$ cat src/touch_cfg_pkg.sv
package touch_cfg_pkg;
  // Register indices; the byte address on the bus is four times the index
  localparam logic [5:0] IDX_SAMPLING_DIVIDER = 6'h17;
  localparam logic [5:0] IDX_TRIGGER_DEADBAND = 6'h18;
  localparam logic [5:0] IDX_CASE_WARP_GUARD = 6'h19;
  localparam logic [5:0] IDX_GROUP_ALGORITHM_SELECT = 6'h1A;
  localparam logic [5:0] IDX_PIN_AND_DATA_SENSE = 6'h1C;
  localparam logic [5:0] IDX_SENSOR_CFG_0 = 6'h20;
  localparam logic [5:0] IDX_SENSOR_CFG_1 = 6'h22;
  localparam logic [5:0] IDX_SENSOR_CFG_2 = 6'h24;
  localparam logic [5:0] IDX_SENSOR_CFG_3 = 6'h26;
  // Reset values
  localparam logic [7:0] RST_SAMPLING_DIVIDER = 8'h03;
  localparam logic [7:0] RST_TRIGGER_DEADBAND = 8'h08;
  localparam logic [7:0] RST_CASE_WARP_GUARD = 8'h00;
  localparam logic [7:0] RST_GROUP_ALGORITHM_SELECT = 8'h00;
  localparam logic [7:0] RST_PIN_AND_DATA_SENSE = 8'h0F;
  localparam logic [7:0] RST_SENSOR_CFG = 8'h04;
  // Field positions
  localparam int DIV_EXP_MSB = 2;
  localparam int DEADBAND_MSB = 3;
  localparam int WARP_MSB = 2;
  localparam int COMMON_LSB = 4;
  localparam int BEND_LSB = 0;
  localparam int PIN_SENSE_LSB = 4;
  localparam int VALUE_SENSE_LSB = 0;
  localparam int CYCLE_MSB = 4;
  // Codes of deadband and warp guard are in steps of four counts
  localparam int CODE_STEP_SHIFT = 2;
  // Widths
  localparam int CHANNELS = 4;
  localparam int DATA_W = 16;
endpackage : touch_cfg_pkg
$ cat src/button_detect.sv
`timescale 1ns/100ps
// One channel: press and release around a level with a deadband
module button_detect (
  // Clock and reset
  input wire logic core_clk,
  input wire logic srst,
  // Sample in
  input wire logic sample_valid,
  input wire logic signed [16:0] sensed_value,
  input wire logic signed [15:0] trigger_level,
  input wire logic [5:0] deadband,
  // Detection out
  output logic pressed_ff
);
  logic signed [17:0] value_ext; // Widened to keep the subtraction exact
  logic signed [17:0] release_level; // Level minus deadband
  logic nxt_pressed;

  assign value_ext = {sensed_value[16], sensed_value};
  assign release_level = 18'(trigger_level) - 18'($signed({1'b0, deadband}));

  // Press above the level, release only once below level minus deadband
  always_comb begin
    nxt_pressed = pressed_ff;
    if (sample_valid) begin
      if (!pressed_ff && value_ext > 18'(trigger_level)) begin
        nxt_pressed = 1'b1;
      end else if (pressed_ff && value_ext < release_level) begin
        nxt_pressed = 1'b0;
      end
    end
  end

  // Detection state
  always_ff @(posedge core_clk) begin
    if (srst) begin
      pressed_ff <= 1'b0;
    end else begin
      pressed_ff <= nxt_pressed;
    end
  end
endmodule : button_detect

$ cat src/touch_button_algorithm_config.sv
// Our own choice: the APB register port.
`timescale 1ns/100ps
// What this block does
// - Three-bit divider exponent, resets to three
// - Deadband equals four times code, default 32
// - Warp guard off when code is zero
// - Nonzero warp code checks every channel enabled by the variant
// - Any enabled channel too negative voids all buttons
// - Upper nibble selects common group members
// - Lower nibble selects bend group members
// - Upper nibble sets button pin polarity
// - Lower nibble sets channel data sense
// - Channels two, three pins, sense and groups only in four-channel variant
// - Each channel has five-bit cycle count
module touch_button_algorithm_config (
  // Clock and reset
  input wire logic core_clk,
  input wire logic srst,
  // APB slave
  input wire logic psel,
  input wire logic penable,
  input wire logic pwrite,
  input wire logic [7:0] paddr,
  input wire logic [31:0] pwdata,
  output logic [31:0] prdata,
  output logic pready,
  output logic pslverr,
  // Variant strap pin, high for the four-channel part
  input wire logic four_channel_strap,
  // Channel samples from the converter, same clock
  input wire logic sample_valid,
  input wire logic [3:0][15:0] chan_data,
  input wire logic signed [15:0] trigger_level,
  // Button pins
  output logic button_pin_0,
  output logic button_pin_1,
  output logic button_pin_2,
  output logic button_pin_3,
  // Settings to the converter and algorithms
  output logic [2:0] oscillation_divider_exp,
  output logic [3:0][4:0] sensor_cycle_count,
  output logic [3:0] common_group_mask,
  output logic [3:0] bend_group_mask
);
  localparam int N = touch_cfg_pkg::CHANNELS;

  // Register file
  logic [7:0] divider_ff;
  logic [7:0] deadband_ff;
  logic [7:0] warp_ff;
  logic [7:0] group_ff;
  logic [7:0] sense_ff;
  logic [3:0][7:0] sensor_cfg_ff;
  // Bus answer registers
  logic pready_ff;
  logic pslverr_ff;
  logic [31:0] prdata_ff;
  // Strap synchroniser and captured variant
  logic strap_s1_ff;
  logic strap_s2_ff;
  logic strap_s3_ff;
  logic four_ch_ff;
  // Algorithm state
  logic twist_void_ff;
  logic [3:0] pin_ff;
  logic [2:0] div_out_ff;
  logic [3:0][4:0] cyc_out_ff;
  logic [3:0] common_out_ff;
  logic [3:0] bend_out_ff;
  logic [3:0] pressed;

  // Bus decode
  wire [5:0] reg_idx = paddr[7:2];
  wire aligned = (paddr[1:0] == 2'h0);
  wire access = psel && penable && !pready_ff;
  wire wr_commit = psel && penable && pready_ff && pwrite;
  wire hit_div = aligned && (reg_idx == touch_cfg_pkg::IDX_SAMPLING_DIVIDER);
  wire hit_db = aligned && (reg_idx == touch_cfg_pkg::IDX_TRIGGER_DEADBAND);
  wire hit_warp = aligned && (reg_idx == touch_cfg_pkg::IDX_CASE_WARP_GUARD);
  wire hit_grp = aligned && (reg_idx == touch_cfg_pkg::IDX_GROUP_ALGORITHM_SELECT);
  wire hit_sense = aligned && (reg_idx == touch_cfg_pkg::IDX_PIN_AND_DATA_SENSE);
  wire [3:0] hit_cfg;
  assign hit_cfg[0] = aligned && (reg_idx == touch_cfg_pkg::IDX_SENSOR_CFG_0);
  assign hit_cfg[1] = aligned && (reg_idx == touch_cfg_pkg::IDX_SENSOR_CFG_1);
  assign hit_cfg[2] = aligned && (reg_idx == touch_cfg_pkg::IDX_SENSOR_CFG_2);
  assign hit_cfg[3] = aligned && (reg_idx == touch_cfg_pkg::IDX_SENSOR_CFG_3);
  wire hit_any = hit_div || hit_db || hit_warp || hit_grp || hit_sense || (|hit_cfg);

  // Read mux, every register is a full byte in the low lane
  logic [7:0] rd_byte;
  always_comb begin
    rd_byte = 8'h00;
    if (hit_div) begin
      rd_byte = divider_ff;
    end else if (hit_db) begin
      rd_byte = deadband_ff;
    end else if (hit_warp) begin
      rd_byte = warp_ff;
    end else if (hit_grp) begin
      rd_byte = group_ff;
    end else if (hit_sense) begin
      rd_byte = sense_ff;
    end else if (hit_cfg[0]) begin
      rd_byte = sensor_cfg_ff[0];
    end else if (hit_cfg[1]) begin
      rd_byte = sensor_cfg_ff[1];
    end else if (hit_cfg[2]) begin
      rd_byte = sensor_cfg_ff[2];
    end else if (hit_cfg[3]) begin
      rd_byte = sensor_cfg_ff[3];
    end
  end

  // One wait state: answer is registered so the outputs come from flops
  always_ff @(posedge core_clk) begin
    if (srst) begin
      pready_ff <= 1'b0;
      pslverr_ff <= 1'b0;
      prdata_ff <= 32'h0000_0000;
    end else begin
      pready_ff <= access;
      pslverr_ff <= access && !hit_any;
      if (access) begin
        prdata_ff <= (pwrite || !hit_any) ? 32'h0000_0000 : {24'h00_0000, rd_byte};
      end
    end
  end
  assign pready = pready_ff;
  assign pslverr = pslverr_ff;
  assign prdata = prdata_ff;

  // Register writes; reserved bits are stored as written, software keeps them zero
  always_ff @(posedge core_clk) begin
    if (srst) begin
      divider_ff <= touch_cfg_pkg::RST_SAMPLING_DIVIDER;
      deadband_ff <= touch_cfg_pkg::RST_TRIGGER_DEADBAND;
      warp_ff <= touch_cfg_pkg::RST_CASE_WARP_GUARD;
      group_ff <= touch_cfg_pkg::RST_GROUP_ALGORITHM_SELECT;
      sense_ff <= touch_cfg_pkg::RST_PIN_AND_DATA_SENSE;
    end else if (wr_commit) begin
      if (hit_div) divider_ff <= pwdata[7:0];
      if (hit_db) deadband_ff <= pwdata[7:0];
      if (hit_warp) warp_ff <= pwdata[7:0];
      if (hit_grp) group_ff <= pwdata[7:0];
      if (hit_sense) sense_ff <= pwdata[7:0];
    end
  end

  // Per-channel sensor configuration, one byte each
  genvar g;
  generate
    for (g = 0; g < N; g++) begin : g_cfg
      always_ff @(posedge core_clk) begin
        if (srst) begin
          sensor_cfg_ff[g] <= touch_cfg_pkg::RST_SENSOR_CFG;
        end else if (wr_commit && hit_cfg[g]) begin
          sensor_cfg_ff[g] <= pwdata[7:0];
        end
      end
    end
  endgenerate

  // Strap: three flops, variant follows once the last two agree
  always_ff @(posedge core_clk) begin
    if (srst) begin
      strap_s1_ff <= 1'b0;
      strap_s2_ff <= 1'b0;
      strap_s3_ff <= 1'b0;
      four_ch_ff <= 1'b0;
    end else begin
      strap_s1_ff <= four_channel_strap;
      strap_s2_ff <= strap_s1_ff;
      strap_s3_ff <= strap_s2_ff;
      if (strap_s2_ff == strap_s3_ff) begin
        four_ch_ff <= strap_s3_ff;
      end
    end
  end

  // Channels two and three follow their pin, sense and group settings only on the four-channel part
  wire [3:0] ch_en = {four_ch_ff, four_ch_ff, 2'b11};
  wire [3:0] pin_pol = sense_ff[touch_cfg_pkg::PIN_SENSE_LSB +: 4] & ch_en;
  wire [3:0] val_sense = sense_ff[touch_cfg_pkg::VALUE_SENSE_LSB +: 4] | ~ch_en;
  wire [3:0] common_sel = group_ff[touch_cfg_pkg::COMMON_LSB +: 4] & ch_en;
  wire [3:0] bend_sel = group_ff[touch_cfg_pkg::BEND_LSB +: 4] & ch_en;
  wire [2:0] warp_code = warp_ff[touch_cfg_pkg::WARP_MSB:0];
  wire [3:0] db_code = deadband_ff[touch_cfg_pkg::DEADBAND_MSB:0];
  wire [5:0] deadband_amt = {2'b00, db_code} << touch_cfg_pkg::CODE_STEP_SHIFT;
  wire [4:0] warp_amt = {2'b00, warp_code} << touch_cfg_pkg::CODE_STEP_SHIFT;
  wire warp_on = (warp_code != 3'h0);

  // Sense and warp check per channel
  logic [3:0][16:0] sensed;
  logic [3:0] too_negative;
  generate
    for (g = 0; g < N; g++) begin : g_ch
      wire signed [16:0] raw = {chan_data[g][15], chan_data[g]};
      // Wider than the data so negating full scale cannot wrap
      assign sensed[g] = val_sense[g] ? raw : 17'(-raw);
      // Every channel enabled by the variant is checked, no per-channel selection
      assign too_negative[g] = ch_en[g] &&
        ($signed({sensed[g][16], sensed[g]}) + $signed({13'h0000, warp_amt}) < 18'sh0);
      button_detect u_det (
        .core_clk(core_clk),
        .srst(srst),
        .sample_valid(sample_valid),
        .sensed_value(sensed[g]),
        .trigger_level(trigger_level),
        .deadband(deadband_amt),
        .pressed_ff(pressed[g])
      );
    end
  endgenerate

  // Warp guard verdict, refreshed on every sample
  always_ff @(posedge core_clk) begin
    if (srst) begin
      twist_void_ff <= 1'b0;
    end else if (sample_valid) begin
      twist_void_ff <= warp_on && (|too_negative);
    end
  end

  // Pins: active level per polarity, forced inactive while voided
  wire [3:0] active = pressed & ~{4{twist_void_ff}} & ch_en;
  always_ff @(posedge core_clk) begin
    if (srst) begin
      pin_ff <= 4'hF; // Default polarity is active low, so idle high
    end else begin
      pin_ff <= ~(active ^ pin_pol);
    end
  end
  assign button_pin_0 = pin_ff[0];
  assign button_pin_1 = pin_ff[1];
  assign button_pin_2 = pin_ff[2];
  assign button_pin_3 = pin_ff[3];

  // Settings out, registered so downstream sees clean levels
  always_ff @(posedge core_clk) begin
    if (srst) begin
      div_out_ff <= touch_cfg_pkg::RST_SAMPLING_DIVIDER[2:0];
      cyc_out_ff <= {N{touch_cfg_pkg::RST_SENSOR_CFG[4:0]}};
      common_out_ff <= 4'h0;
      bend_out_ff <= 4'h0;
    end else begin
      div_out_ff <= divider_ff[touch_cfg_pkg::DIV_EXP_MSB:0];
      for (int i = 0; i < N; i++) begin
        cyc_out_ff[i] <= sensor_cfg_ff[i][touch_cfg_pkg::CYCLE_MSB:0];
      end
      common_out_ff <= common_sel;
      bend_out_ff <= bend_sel;
    end
  end
  assign oscillation_divider_exp = div_out_ff;
  assign sensor_cycle_count = cyc_out_ff;
  assign common_group_mask = common_out_ff;
  assign bend_group_mask = bend_out_ff;
endmodule : touch_button_algorithm_config

$ cat config.mk
export PLATFORM = sky130hd
export DESIGN_NAME = touch_button_algorithm_config
export DESIGN_NICKNAME = d
export VERILOG_FILES = /design/src/touch_cfg_pkg.sv /design/src/button_detect.sv /design/src/touch_button_algorithm_config.sv
export SDC_FILE = /design/constraint.sdc
export NUM_CORES = 1
export LEC_CHECK = 0
export BUFFER_PORTS_ARGS = -buffer_cell sky130_fd_sc_hd__buf_2
export CAP_MARGIN = 25
export CORE_MARGIN = 5
export CORE_UTILIZATION = 45
export DETAILED_ROUTE_END_ITERATION = 16
export GPL_TIMING_DRIVEN = 1
export PLACE_DENSITY = 0.71
export REMOVE_ABC_BUFFERS = 1
export SETUP_SLACK_MARGIN = 0.4
export SLEW_MARGIN = 5
export SYNTH_ARGS = -nofsm -noshare
export SYNTH_HDL_FRONTEND = slang
export SYNTH_SLANG_ARGS = --single-unit
export TNS_END_PERCENT = 50
$ cat constraint.sdc
create_clock -name core_clk -period 3.11 [get_ports core_clk]
set_clock_uncertainty 0.2 [all_clocks]
set_input_delay 0.1555 -clock core_clk [delete_from_list [all_inputs] [get_ports core_clk]]
set_output_delay 0.1555 -clock core_clk [all_outputs]
set_load 0.01 [all_outputs]
==> results of run 1 <==
[per-stage QoR]
step	hold slack (ns)	setup slack, ns	instance area, um2
after floorplan	0.02457	-0.1191	9662
after global placement	0.1717	-0.3605	12110
after detailed placement	0.1778	-0.4456	12110
after CTS	0.01952	-0.1047	13020
after global routing	0.05855	-0.2334	13260
final	0.02426	-0.09429	13260
[worst max-delay path, cell delays in order (launching register included)]
cell and delay, ns:
dfxtp_2 0.35, ha_4 0.14, inv_2 0.03, fa_2 0.34, a21oi_2 0.14, nor2b_2 0.06
buf_4 0.15, nor2_4 0.10, xnor2_2 0.14, ha_1 0.29, a21oi_2 0.15, o21ai_1 0.07
o22a_1 0.21, maj3_2 0.31, a21oi_2 0.10, o211ai_1 0.09, a21oi_1 0.15, nor4_1 0.07
[metal layers]
layer  share of wire  wire [um]  track usage
met5         0.00038         13            0
met1            0.42      14320       0.3293
met2            0.46      15860       0.4240
met3           0.074       2524      0.04536
met4           0.043       1474       0.1194
[where the power goes]
group | switching (W) | total (W) | internal [W]
clock network | 0.000802 | 0.00194 | 0.00113
logic | 0.000580 | 0.00107 | 0.000488
registers | 0.0000132 | 0.00164 | 0.00162
total | 0.00139 | 0.00464 | 0.00325
[state kept, by name (all words and copies together) (netlist names), 8 cells and up]
name	cells
deadband_ff	8
divider_ff	8
group_ff	8
prdata	8
sense_ff	8
sensor_cfg_ff	32
sensor_cycle_count	20
warp_ff	8
[cell families after synthesis]
| kind of cell | share of synthesized area |
|---|---|
| buffers and inverters | 0.05970 |
| other | 0.0003759 |
| AOI/OAI and AO/OA | 0.1881 |
| xor gates and xnor gates | 0.07024 |
| muxes | 0.03437 |
| adders and majority gates | 0.1646 |
| and+or+nand+nor | 0.2298 |
| DFF | 0.2529 |
[placed cells by master (no fill, tap or decap), types with 9 or more instances in the layout]
cell,n
inv_1,49
nor2b_1,38
nand3_1,50
a22oi_1,12
ha_1,118
o31ai_1,14
dlygate4sd3_1,14
nor4_1,14
dfxtp_1,121
nand4_1,19
clkbuf_16,17
buf_4,182
a21oi_1,93
and3_1,9
ha_4,9
a21oi_2,9
buf_2,146
nand2b_1,17
nor3_1,29
nand2_1,120
xor2_1,35
a21o_1,20
nor2_1,81
o21a_1,11
and2_1,9
o21ai_0,48
a31oi_1,15
mux2_2,10
mux2i_1,23
xnor2_1,40
conb_1,24
[layout make-up]
type | count | area, um2
fill | 1915 | 8563
multi-input combinational | 1009 | 7320
sequential | 126 | 2531
timing repair buffer | 346 | 2291
clock buffer | 18 | 439.2
tap | 280 | 350.3
inverter | 52 | 195.2
clock inverter | 14 | 133.9
[cells in the mapped netlist, drive strengths merged (5+ instances only)]
cell type  instances
a211oi             8
a21o              20
a21oi            103
a221o              8
a221oi             8
a22oi             12
a31oi             16
and2              10
and3               9
and4               6
buf               30
clkbuf            49
dfxtp            126
ha               128
inv               52
mux2              10
mux2i             23
nand2            120
nand2b            18
nand3             50
nand4             19
nand4b             7
nor2              84
nor2b             39
nor3              33
nor3b              8
nor4              16
o211ai             7
o21a              11
o21ai             51
o31ai             17
o41ai              5
or2                8
or4                9
xnor2             45
xor2              35
[what timing repair did]
item	in CTS	in global routing
setup buffers	4	2
pin swaps	28	34
hold buffers	14	0
hold endpoints to repair	80	0
endpoints found under the setup margin	5	5
gates resized for setup	38	38
[worst min-delay path by stage]
stage	startpoint	end	slack [ns]	cells past startpoint
after CTS	chan_data[15]	g_ch[0].u_det.pressed_ff	0.02	4
after floorplan	srst	deadband_ff[0]	0.02	1
final	chan_data[15]	g_ch[0].u_det.pressed_ff	0.02	4
after global placement	four_channel_strap	strap_s1_ff	0.17	2
after detailed placement	four_channel_strap	strap_s1_ff	0.18	2
after global routing	chan_data[15]	g_ch[0].u_det.pressed_ff	0.06	4
==> metrics, run 1 <==
grt total ovfl=0; utilization after layout=0.6076; initial antenna violation count=1; DR WL/cell=around 19 um; CP Data Required Time=approximately 3.2 ns; FF+latch count, synth=approximately 130; Worst setup EP type=flop; initial core utilization=0.4571; Post-synth EDFFs=0; TritonCTS buffer count=17; kind of critical path=flop to flop; I/O Buffers=between 100 and 150; # rows=54; Die Height=158.9 um; Top FF cell, synth=dfxtp_1; largest cells by area after synthesis=dfxtp_1, ha_1, a21oi_1; H-tree depth=4; post-route setup TNS=-0.2630 ns; root cell of the clock tree=clkbuf_16; Worst-Skew Late Latency=between 0.4 and 0.5 ns; synthesized cell area=9976 um2; fmax=~310 MHz; Hold Fails Final Rpt=0; Sink Count=between 100 and 150; synthesized area per cell=8.026 um2; sequential-to-total area share from yosys stat=0.2529; Final min period=around 3.2 ns; setup slack, reg-to-reg=-0.09 ns; Area Growth Syn to Fin=32.92%; Total GRT Usage=0.2579; LEAKAGE=about 6 nW; DRC=0; Worst Setup SP=deadband_ff[0]; reg2reg path depth=17; Worst-Margin Slew=0.6112 ns; largest net degree at the start of global routing=66; crit path DAT=about 3.3 ns; cells after synthesis=about 1200; Final setup viols=4; number of global-route vias before repair=about 10000; violated checks=negative setup slack; Routed Antenna Nets=0; via count=~10000; clk slew on worst S/H paths=roughly 0.070 ns; clk buf depth=2; Core ar.=around 22000 um2; Slew HR=0.5914; TritonCTS clock tree=yes; unique cell type count in the Yosys netlist=68; CP startpoint kind=flop; post-synth top area share=0.2529; drt pass-1 iters=6; layout cell share with drive strength beyond 1=0.2856; async set-or-reset flop fraction in the synthesized netlist=0; Placed Instances=roughly 1800; Ant. Diodes=0; Vias/cell=between 5 and 6; Max FO, Critical Path=2; Nets=1808; worst min path class=input port to flop; outcome=finished with violations; worst-case vdd ir drop=about 0.59 mV; GP Congestion=between 1 and 1.5; last element of the critical path=g_ch[3].u_det.pressed_ff; DRT iter0 DRCs=around 820; post-detail-place hpwl=~26000 um; RSZ-0062 raised after global routing=yes; Routed WL=between 30000 and 40000 um; first-pass GRT wire length=53110 um; area leader, netlist=dfxtp_1; Post-Layout Cell Count=approximately 1800; Total Power=~0.0046 W; die width=between 150 and 200 um; max-slew violation count=0; Pwr Density=between 300 and 400 nW/um2; num ports=around 200; reg-to-reg startpoint=deadband_ff[0]; fin worst setup slack=-0.09429 ns; die area=25250 um2; Ys Warns=0; MaxCap Viol Count=0; reg-to-reg endpoint=g_ch[3].u_det.pressed_ff; Tcrit/Tclk final=1.030
No activity file was read; power rests on OpenSTA's default activity.
==> inputs of run 2 (changes only) <==
--- a/config.mk
+++ b/config.mk
@@ -9,6 +9,7 @@
 export CAP_MARGIN = 25
 export CORE_MARGIN = 5
 export CORE_UTILIZATION = 45
+export CTS_BUF_LIST = sky130_fd_sc_hd__clkbuf_8
 export DETAILED_ROUTE_END_ITERATION = 16
 export GPL_TIMING_DRIVEN = 1
 export PLACE_DENSITY = 0.71
==> run 2 against run 1 <==
Against the previous run:
- the run still ends with negative setup slack left
- clock power shrank 28%
- combinational power about the same
- sequential share of layout area increased by 0.21 points
- setup slack got worse by 0.037 ns
- final cell count increased by 0.16%
- critical path depth unchanged
- sequential power is essentially flat
- fmax is 1.1% lower
- hold slack improved by 0.047 ns
- flip-flop and latch count unchanged
- global-route usage shrank 0.28 points
- utilization down 0.65 points
- critical path type unchanged
- critical endpoint is now g_ch[2].u_det.pressed_ff
==> metrics, run 2 (synthesis gave the netlist of run 1 again) <==
Final setup viols=4 (unchanged); Fill cells=1929 (+0.73%); Hold Fails Final Rpt=0 (unchanged); I/O Buffers=147 (unchanged); clk buf depth=2 (unchanged); num ports=196 (unchanged); # rows=54 (unchanged); fin worst setup slack=-0.1315 ns (-0.03723 ns); post-route design area=13120 um2 (-1.1%); Area Growth Syn to Fin=31.49%; first-pass GRT wire length=52690 um (-0.79%); Largest Register=sensor_cfg_ff; max-slew violation count=0 (unchanged); Routed WL=33930 um (-0.79%); Pwr Density=313.1 nW/um2 (-11%); largest net degree at the start of global routing=66 (unchanged); Hold WS=0.07079 ns (+0.04653 ns); placed cell area=12110 um2 (unchanged); max layer used=met5; M1 WL=14280 um (-0.28%); TritonCTS buffer count=17 (unchanged); register area=2531 um2 (unchanged); Total GRT Usage=0.2551 (-0.002766); DRC=0 (unchanged); violated checks=negative setup slack; LEAKAGE=5.915 nW (-1.2%); CP Cell Sequence=inv_2 > ha_4 > o21ai_2 > a21oi_4 > nor3_4 > buf_4 > buf_4 > xnor2_2 > buf_6 > ha_4 > a21o_1 > a21o_1 > a21oi_2 > a41oi_2 > maj3_2 > a21oi_2 > nor3_2; root cell of the clock tree=clkbuf_8; initial antenna violation count=1 (unchanged); grt total ovfl=0 (unchanged); Worst-Skew Late Latency=0.45 ns (+0.02 ns); clk slew on worst S/H paths=0.09 ns (+0.02 ns); TritonCTS clock tree=yes; fmax=308.5 MHz (-1.1%); Vias/cell=5.621 (-1.0%); WP buf/inv=4 (+2); worst min path class=input port to flop; Critical Path Max Stage Delay=0.34 ns (about the same); worst-case vdd ir drop=0.4732 mV (-20%); outcome=finished with violations; MaxCap Viol Count=0 (unchanged); Final min period=3.242 ns (+0.03723 ns); routed wl met3=2487 um (-1.5%); via count=10390 (-0.87%); kind of critical path=flop to flop; Core ar.=21820 um2 (unchanged); Worst-Margin Slew=0.6145 ns (+0.003246 ns); number of global-route vias before repair=10100 (-0.55%); DR WL/cell=18.36 um (-0.95%); initial core utilization=0.4571 (unchanged); most common cell after layout, fill and taps aside=buf_4; die width=158.9 um (unchanged); metal2 WL=15720 um (-0.92%); Max FO, Critical Path=3 (+1); Nets=1811 (+0.17%); layout cell share with drive strength beyond 1=0.2876 (+0.002005); Largest register FFs=32 (unchanged); multi-input logic area=7343 um2 (+0.32%); RSZ-0062 raised after global routing=yes; Slew HR=0.5895 (-0.001866); Sink Count=126 (unchanged); most frequent cells in the layout=buf_4, buf_2, dfxtp_1; H-tree depth=4 (unchanged); slowest cell on the critical path=dfxtp_2; Worst setup EP type=flop; CP Data Required Time=3.26 ns (+0.04 ns); die area=25250 um2 (unchanged); CP startpoint kind=flop; Top delay family on crit path=compound AO/OA/AOI/OAI gates; Ant. Diodes=0 (unchanged); drt pass-1 iters=6 (unchanged); post-detail-place hpwl=26410 um (unchanged); Routed Antenna Nets=0 (unchanged); crit path DAT=3.39 ns (+0.07 ns); GP Congestion=1.010 (unchanged); DRT iter0 DRCs=818 (unchanged); Die Height=158.9 um (unchanged); Tcrit/Tclk final=1.042 (+0.01197)
[run 2: cell types whose count changed in the layout (fill, tap and decap cells not counted), moves of 2 or more]
cell	change
clkbuf_16	-17
clkbuf_8	+17
ha_1	-3
buf_4	+2
ha_4	+2
[run 2: worst reg2reg max path: cells and delay by family, from the launching register on]
| family | cells | cell delay (ns) |
|---|---|---|
| and+or+nand+nor | 2 | 0.27 |
| AOI/OAI and AO/OA | 7 | 1.08 |
| xor gates and xnor gates | 1 | 0.10 |
| adders and majority gates | 3 | 0.74 |
| buffers and inverters | 4 | 0.44 |
| DFF | 1 | 0.34 |
[run 2: where the power goes]
group / internal [W] / switching (W)
combinational: 0.000495 / 0.000582
clock: 0.000667 / 0.000728
sequential: 0.00162 / 0.0000133
[run 2: final cells by class]
| cell class | instances | share of cell area |
|---|---|---|
| well taps | 280 | 0.02671 |
| inverters | 52 | 0.01488 |
| flip-flops and latches | 126 | 0.1930 |
| clock buffers | 18 | 0.01889 |
| clock inverters | 14 | 0.01021 |
| repair buffers | 349 | 0.1766 |
| multi-input cells | 1009 | 0.5598 |
[run 2: path summary, 6_finish.rpt]
| check | slack, ns | endpoint | start | cells after the start |
|---|---|---|---|---|
| worst max-delay path | -0.13 | g_ch[2].u_det.pressed_ff | deadband_ff[2] | 17 |
| worst min-delay path | 0.07 | pslverr | paddr[4] | 4 |
| worst max register to register | -0.13 | g_ch[2].u_det.pressed_ff | deadband_ff[2] | 17 |
| worst min register to register | 0.25 | strap_s2_ff | strap_s1_ff | 1 |
[run 2: routing by layer]
metal  up-vias  global-route usage
li1       5087                   -
met4         2              0.1144
met2       406              0.4156
met1      4801              0.3280
met3        91             0.04899
met5         -                   0
[run 2: per-stage QoR]
stage	total power, W	worst slack (ns)	cells	setup TNS (ns)	util
after global placement	0.002597	-0.3605	1793	-1.386	0.5548
after global routing	0.004298	-0.2626	1848	-0.9712	0.6011
after detailed placement	0.002613	-0.4456	1793	-1.693	0.5548
after floorplan	0.002139	-0.1191	1187	-0.2229	-
final	0.004107	-0.1315	1848	-0.3823	0.6011
after CTS	0.004043	-0.1079	1846	-0.2827	0.5903
[run 2: timing repair]
action	CTS	global route
pin swaps	35	38
buffers inserted	6	2
hold buffers	15	0
gates resized for setup	47	30
endpoints found under the hold margin	87	0
setup endpoints to repair	5	5
